$ cat src/design/fast_pcs_cfg.svh
// constants of the 100 Mb/s coding-sublayer configuration register
`ifndef FAST_PCS_CFG_SVH
`define FAST_PCS_CFG_SVH

// ****************************************
// register placement
// ****************************************
`define PCS_CFG_INDEX       12'h016
`define PCS_CFG_BYTE_ADDR   12'h058
`define PCS_CFG_ADDR_W      12

// ****************************************
// field positions
// ****************************************
`define PCS_TQ_BIT          10
`define PCS_SD_FORCE_BIT    9
`define PCS_SD_ALG_BIT      8
`define PCS_DESCRAMBLER_TIMEOUT_SELECT_BIT   7
`define PCS_FORCE_100_BIT   5
`define PCS_NRZI_BYP_BIT    2

// ****************************************
// masks and reset value
// ****************************************
`define PCS_CFG_RW_MASK     16'h07a4
`define PCS_CFG_MBZ_MASK    16'h185b
`define PCS_CFG_RESET       16'h0100

// ****************************************
// timing
// ****************************************
`define PCLK_PERIOD_NS      5
`define DESC_TMO_LONG_NS    2000000
`define DESC_TMO_SHORT_NS   722000
`define DESC_TMO_W          19

`endif

$ cat src/design/fast_pcs_pkg.sv
// types of the 100 Mb/s coding-sublayer configuration register
package fast_pcs_pkg;

  // ****************************************
  // control bits handed to the coding sublayer
  // ****************************************
  typedef struct packed {
    logic transmit_true_quiet_enable;
    logic force_signal_detect;
    logic signal_detect_algorithm_select;
    logic descrambler_timeout_select;
    logic force_100_good_link;
    logic nrzi_bypass;
  } pcs_ctrl_t;

  // ****************************************
  // apb slave phase
  // ****************************************
  typedef enum logic [0:0] {
    PH_IDLE = 1'b0,
    PH_ANSWER = 1'b1
  } apb_phase_t;

endpackage

$ cat src/design/fast_pcs_config_register.sv
// apb slave holding the 100 Mb/s coding-sublayer configuration register
// Function
// - The register sits at index 0x16 of the register space, byte address 0x58, 16 bits wide.
// - Bits 15 to 13 always read as zero and writes to them are discarded.
// - Bit 10 is read-write, resets to 0, and selects true quiet transmit mode when 1.
// - Bit 9 is read-write, resets to 0, and forces signal detection in the PMA when 1.
// - Bit 8 is read-write, resets to 1, and picks the enhanced signal-detect algorithm when 1.
// - Bit 7 is read-write, resets to 0, and sets the descrambler timeout to 2ms or 722us.
// - Bit 5 is read-write, resets to 0, and forces a good 100 Mb/s link report when 1.
// - Bit 2 is read-write, resets to 0, and bypasses the NRZI coding stage when 1.
//
// Our own choice: the APB slave port.
`timescale 1ns/10ps
`include "fast_pcs_cfg.svh"

module fast_pcs_config_register #(
  parameter int unsigned TMO_LONG_CYC  = `DESC_TMO_LONG_NS / `PCLK_PERIOD_NS,
  parameter int unsigned TMO_SHORT_CYC = `DESC_TMO_SHORT_NS / `PCLK_PERIOD_NS
) (
  // clock, reset, enable
  input  wire logic                          pclk,
  input  wire logic                          presetn,
  input  wire logic                          pce,
  // apb slave
  input  wire logic                          psel,
  input  wire logic                          penable,
  input  wire logic                          pwrite,
  input  wire logic [`PCS_CFG_ADDR_W-1:0]    paddr,
  input  wire logic [31:0]                   pwdata,
  input  wire logic [3:0]                    pstrb,
  output logic      [31:0]                   prdata,
  output logic                               pready,
  output logic                               pslverr,
  // controls to the coding sublayer
  output fast_pcs_pkg::pcs_ctrl_t            pcs_ctrl,
  output logic      [`DESC_TMO_W-1:0]        descrambler_timeout_cycles
);

  // ****************************************
  // declarations
  // ****************************************
  localparam logic [`DESC_TMO_W-1:0] TMO_LONG  = TMO_LONG_CYC[`DESC_TMO_W-1:0];
  localparam logic [`DESC_TMO_W-1:0] TMO_SHORT = TMO_SHORT_CYC[`DESC_TMO_W-1:0];

  fast_pcs_pkg::apb_phase_t   phase_r;
  fast_pcs_pkg::apb_phase_t   phase_nxt;
  logic [15:0]                cfg_r;
  logic [15:0]                cfg_nxt;
  logic [31:0]                prdata_r;
  logic [31:0]                prdata_nxt;
  logic                       pslverr_r;
  logic                       pslverr_nxt;
  logic [`DESC_TMO_W-1:0]     tmo_r;
  logic [`DESC_TMO_W-1:0]     tmo_nxt;

  wire                        access;
  wire                        addr_hit;
  wire                        first_access;
  wire                        wr_go;
  wire  [15:0]                lane_mask;
  wire  [15:0]                wr_mask;
  wire  [15:0]                cfg_read;

  // ****************************************
  // decode
  // ****************************************
  assign access       = pce & psel & penable;
  assign addr_hit     = (paddr == `PCS_CFG_BYTE_ADDR);
  assign first_access = access & (phase_r == fast_pcs_pkg::PH_IDLE);
  // write lands only at the edge where the master sees pready high
  assign wr_go        = access & (phase_r == fast_pcs_pkg::PH_ANSWER) & pwrite & ~pslverr_r;
  assign lane_mask    = {{8{pstrb[1]}}, {8{pstrb[0]}}};
  // reserved bits never stored, so they cannot leak onto the sublayer
  assign wr_mask      = lane_mask & `PCS_CFG_RW_MASK;
  assign cfg_read     = cfg_r & `PCS_CFG_RW_MASK;

  // ****************************************
  // next values
  // ****************************************
  // one wait state buys registered prdata, pready and pslverr
  always_comb begin
    case (phase_r)
      fast_pcs_pkg::PH_IDLE: begin
        phase_nxt = first_access ? fast_pcs_pkg::PH_ANSWER : fast_pcs_pkg::PH_IDLE;
      end
      fast_pcs_pkg::PH_ANSWER: begin
        phase_nxt = access ? fast_pcs_pkg::PH_IDLE : fast_pcs_pkg::PH_ANSWER;
      end
      default: begin
        phase_nxt = fast_pcs_pkg::PH_IDLE;
      end
    endcase
  end

  assign pslverr_nxt = first_access ? ~addr_hit : (access ? 1'b0 : pslverr_r);
  assign prdata_nxt  = (first_access & ~pwrite & addr_hit) ? {16'h0000, cfg_read} :
                       (first_access ? 32'h0000_0000 : prdata_r);
  assign cfg_nxt     = wr_go ? ((cfg_r & ~wr_mask) | (pwdata[15:0] & wr_mask)) : cfg_r;
  assign tmo_nxt     = cfg_r[`PCS_DESCRAMBLER_TIMEOUT_SELECT_BIT] ? TMO_LONG : TMO_SHORT;

  // ****************************************
  // state
  // ****************************************
  always_ff @(posedge pclk or negedge presetn) begin
    if (!presetn) begin
      phase_r   <= fast_pcs_pkg::PH_IDLE;
      pslverr_r <= 1'b0;
      prdata_r  <= 32'h0000_0000;
    end else if (pce) begin
      phase_r   <= phase_nxt;
      pslverr_r <= pslverr_nxt;
      prdata_r  <= prdata_nxt;
    end
  end

  always_ff @(posedge pclk or negedge presetn) begin
    if (!presetn) begin
      cfg_r <= `PCS_CFG_RESET;
    end else if (pce) begin
      cfg_r <= cfg_nxt;
    end
  end

  // count registered so the sublayer sees it straight from a flop
  always_ff @(posedge pclk or negedge presetn) begin
    if (!presetn) begin
      tmo_r <= TMO_SHORT;
    end else if (pce) begin
      tmo_r <= tmo_nxt;
    end
  end

  // ****************************************
  // outputs
  // ****************************************
  assign prdata  = prdata_r;
  // limitation: pce low in the answer cycle holds pready, keep pce high there
  assign pready  = (phase_r == fast_pcs_pkg::PH_ANSWER);
  assign pslverr = pslverr_r;
  assign descrambler_timeout_cycles = tmo_r;

  assign pcs_ctrl.transmit_true_quiet_enable     = cfg_r[`PCS_TQ_BIT];
  assign pcs_ctrl.force_signal_detect            = cfg_r[`PCS_SD_FORCE_BIT];
  assign pcs_ctrl.signal_detect_algorithm_select = cfg_r[`PCS_SD_ALG_BIT];
  assign pcs_ctrl.descrambler_timeout_select     = cfg_r[`PCS_DESCRAMBLER_TIMEOUT_SELECT_BIT];
  assign pcs_ctrl.force_100_good_link            = cfg_r[`PCS_FORCE_100_BIT];
  assign pcs_ctrl.nrzi_bypass                    = cfg_r[`PCS_NRZI_BYP_BIT];
endmodule

$ cat config.mk
export PLATFORM = sky130hd
export DESIGN_NAME = fast_pcs_config_register
export DESIGN_NICKNAME = d
export VERILOG_FILES = /design/src/design/fast_pcs_pkg.sv /design/src/design/fast_pcs_config_register.sv
export VERILOG_INCLUDE_DIRS = /design/src /design/src/design
export SDC_FILE = /design/constraint.sdc
export NUM_CORES = 1
export LEC_CHECK = 0
export BUFFER_PORTS_ARGS = -buffer_cell sky130_fd_sc_hd__buf_2
export CORE_MARGIN = 3
export CORE_UTILIZATION = 37
export DETAILED_ROUTE_END_ITERATION = 10
export PLACE_DENSITY = 0.85
export SETUP_SLACK_MARGIN = 0.3
export SLEW_MARGIN = 25
export SYNTH_ARGS = -nofsm -noshare
export SYNTH_HDL_FRONTEND = slang
export SYNTH_SLANG_ARGS = --single-unit
$ cat constraint.sdc
create_clock -name pclk -period 4.2 [get_ports pclk]
set_clock_uncertainty 0.1 [all_clocks]
set_input_delay 0.63 -clock pclk [delete_from_list [all_inputs] [get_ports pclk]]
set_output_delay 0.63 -clock pclk [all_outputs]
set_load 0.02 [all_outputs]
### After elaboration in Yosys (flattened, before gate mapping)

Cells that the tools add are included.

* register bits: 69
* logic and storage cells: 35
* input port bits: 54
* output and inout port bits: 59

* multiplexer cells: 8
* equal/unequal tests: 1
* reduce and logical (&&, ||, !) cells: 5
* bitwise operators: 16

Operators with widths (number)
* 32-bit 2-to-1 mux: 2
* 19-bit 2-to-1 mux: 1
* 16-bit by 11-bit bitwise AND with 16-bit output: 1
* 16-bit bitwise AND: 1
* 11-bit inverter with 16-bit output: 1
* 16-bit OR: 1
* 12-bit by 7-bit equality test with 1-bit output, second input constant: 1
* 1-bit bitwise AND: 8
* 2-bit AND reduction: 3
* 1-bit 2-to-1 mux: 4
* 1-bit inverter: 4
* 2-bit nonzero test: 2
* 1-bit one-hot mux with 2 select lines: 1

### Logic depth before layout (Yosys ltp)

* depth in word-level cells: 7
* gate-level depth with buffers: 6
* gate-level depth less buffers: 5

### Least setup slack after synthesis

No wires, ideal clock.

* path kind: input-to-reg
* start point: input port pce
* end point: register (tool-made name)
* slack: 2.252 ns
* library setup time: 0.125 ns
* stages: 6
* data arrival time: 1.723 ns
* cell sequence: buf_4 > and3_1 > ha_1 > and4b_1 > nand2_1 > mux2_2

RTL lines
* start, declared: RTL line fast_pcs_config_register.sv:23 `input wire logic pce,`

==> summary.md <==
After detailed placement, the total cell area comes to 1134 µm². Number of enable flip-flop cells after synthesis: 0. Setup repair after global routing left no endpoint under its margin. Average via count per standard cell: 4.124. The cell taking the most area after synthesis is dfrtp_1.

Grouping stages by cell kind, the critical path spends the most delay in simple AND/OR/NAND/NOR gates. TritonCTS built the clock tree. The stage delay of the slowest cell on the critical path was 0.34 ns; the post-cts gate resize count was 0. Main combinational cell family by area after synthesis: buffers and inverters. The portion of synthesized cell area occupied by the leading cell type was 0.3279; the initial antenna violation count was 0.

VDD sags by at most 0.2237 mV. The tools report the clock sink total as 16. The worst min-delay path category was input port to asynchronous set/reset pin. The ratio of cells with drive above 1 in the final layout was 0.4324; the number of placement rows was 18. After global routing the overflow that remains totals 0. The logs give 0 for the number of hold violations in the final report and 2822 µm for the first-pass GRT wire length. The kind of end point of the critical path is a register. The share of async-settable or async-resettable flops after synthesis came out at 1.000. The classification of the worst setup path was input port to register.

The cell leakage power is 0.6741 nW, and the overall fraction of global-route tracks in use is 0.1018. The post-synthesis compound-gate area fraction was 0.06557. Across the run, the number of max-cap violations was 0. The wire length after detailed routing was 1911 µm; the mux cell area share after synthesis was 0.08431. The remaining antenna violation count is 0, and the setup slack of the worst register-to-register path is 2.71 ns. The longest clock path from root to sink contains 2 buffers. The synthesis-to-finish area growth was 9.485%; the number of register bits inferred by synthesis was 16.

For this design the ratio of total power to cell area is 382.6 nW/µm². The average cell area after synthesis is 9.986 µm², and the adder-cell area share of the yosys netlist is 0.02342. At the worst endpoint, the arrival time is 1.83 ns.

The total via count after detailed routing is 734. After clock tree synthesis, the flow added hold-fix buffers numbering 0. Entering global routing, the biggest net connects 17 pins. The flow ran to the end, and the final reports show no timing, DRC or antenna violations. The total count of max-transition violations in the final report was 0. Walking the worst path, the cells encountered are buf_2 > and3_1 > ha_1 > and4b_1 > nand2_1 > mux2_2. For the worst setup path, the data required time is 4.28 ns. For the number of antenna repair diodes, the log shows 0. The number of gates on the worst path with buffers counted was 6. For the die area, the log shows 3569 µm².

Clock tree synthesis selected as its root buffer the cell clkbuf_4. The final critical-path required period is 1.754 ns, and the share of the clock period used by the worst path after layout is 0.4177. The slowest stage of the critical path belongs to the cell mux2_2. The number of remaining DRC errors was 0; the maximum frequency from static timing analysis was 570.1 MHz. The tools report the post-layout instance area as 1170 µm². The post-synthesis instance area was 1069 µm². Measured along the x axis, the die boundary spans 59.74 µm.

The tools report the starting DRC count in detailed routing as 11. In this run the vertical extent of the chip is 59.74 µm. The clock-pin slew of the registers on the worst-case setup and hold paths works out to 0.09 ns.

Port buffering added 46 buffers. The tools report the HPWL after detailed placement as 1607 µm. The core region is 2613 µm². For the via count of the first global-routing pass, the log shows 642. The run gives 107 as the post-synthesis instance total. Summed over all failing endpoints, the final setup total negative slack is 0 ns. The post-route worst hold slack is 0.1388 ns, and the starting density of the core is 0.4090.

Yosys mapped the design onto 20 distinct sky130hd cell types. Kind of launch point of the worst setup path: an input port. The proportion of synthesized chip area in sequential cells was 0.3770.

The area fraction in and, or, nand and nor cells after synthesis was 0.09836. The first TritonRoute pass finished after 4 iterations. The number of setup buffers added after CTS is 0. The number of cells on the worst reg-to-reg path is 4. 113 I/O pins were placed. The post-layout net count came out at 205.

The maximum level of the CTS H-tree is 1, and the total setup violations reported at the end of the flow is 0. The average routed wire per standard cell works out to 10.74 µm. By area the synthesized netlist is led by dfrtp_1 33%, buf_4 32%, mux2_2 8.4%, dfstp_2 4.9%, o41ai_1 4.9%. The top fanout value on the critical path came out at 8.

The number of buffers inserted during clock tree synthesis is 3. The last weighted congestion value of the routability-driven placer was 0.7472. The combined buffer and inverter count along the critical path is 1. In the synthesized netlist the dominant register cell turns out to be dfrtp_1. The parity-gate share of the synthesized area counting xor and xnor cells is 0.

The clock latency at the later pin of the worst-skew pair is 0.28 ns, and the yosys synthesis warning count is 0.
[path summary, 6_finish.rpt]
path	from	to
max in group asynchronous	presetn	descrambler_timeout_cycles[13]
hold / removal	presetn	asynchronous set/reset pin
setup / recovery	pce	register
setup reg to reg	pready	register
hold reg to reg	prdata[9]	prdata[9]
min in group pclk	prdata[9]	prdata[9]
[area by class of cell]
cell class / count / area (µm²)
fillers: 267 / 1443
multi-input cells: 74 / 432.9
clock buffers: 4 / 36.28
flip-flops and latches: 16 / 402.9
repair buffers: 46 / 230.2
inverters: 8 / 30.03
well taps: 30 / 37.54
[cell usage after synthesis, drive strengths merged (2+ instances only)]
cell / number
nand2: 10
buf: 45
mux2: 8
conb: 2
dfrtp: 14
o41ai: 6
dfstp: 2
ha: 2
inv: 8
[where the power goes]
| part | switching [W] | internal, W |
|---|---|---|
| Combinational | 0.000103 | 0.0000488 |
| Sequential | 0.0000178 | 0.000178 |
| Clock | 0.0000473 | 0.0000527 |
[cells in the final DEF, fill, tap and decap left out]
cell,Yosys,final
nor4b_2,1,1
buf_2,0,46
dfstp_2,2,2
and4b_1,1,1
nand2_1,9,9
and3_1,1,1
conb_1,2,38
nand3_1,1,1
nor2_1,1,1
nand2_2,1,1
o41ai_1,6,6
dfrtp_1,14,14
ha_1,2,2
clkbuf_4,0,3
o21a_1,1,1
nor4_2,1,1
and4bb_2,1,1
o21ai_0,1,1
clkbuf_8,0,1
inv_1,8,8
a21oi_1,1,1
mux2_2,8,8
[stage by stage]
stage          setup slack [ns]  utilization  total power (W)  instances
3_5_place_dp              2.129       0.4339        0.0003511        174
3_3_place_gp              2.139       0.4339        0.0003483        174
6_report                  2.446       0.4478        0.0004476        178
4_1_cts                   2.440       0.4478        0.0004542        178
2_1_floorplan             2.252            -        0.0003427        143
5_1_grt                   2.365       0.4478        0.0004765        178
[logic make-up after synthesis]
| family | count (synthesis) |
|---|---|
| buf+inv | 53 |
| fa+ha+maj | 2 |
| mux | 8 |
| flops | 16 |
| other cells | 2 |
| simple gates | 17 |
| compound gates | 9 |
[routing by layer]
metal	track usage	part of all wire	vias to the layer above
li1	-	-	355
met1	0.1373	0.41	329
met2	0.1590	0.49	50
met3	0.02160	0.10	0
met4	0.03797	0	0
met5	0	0	-
(Power assumes the default switching activity.)
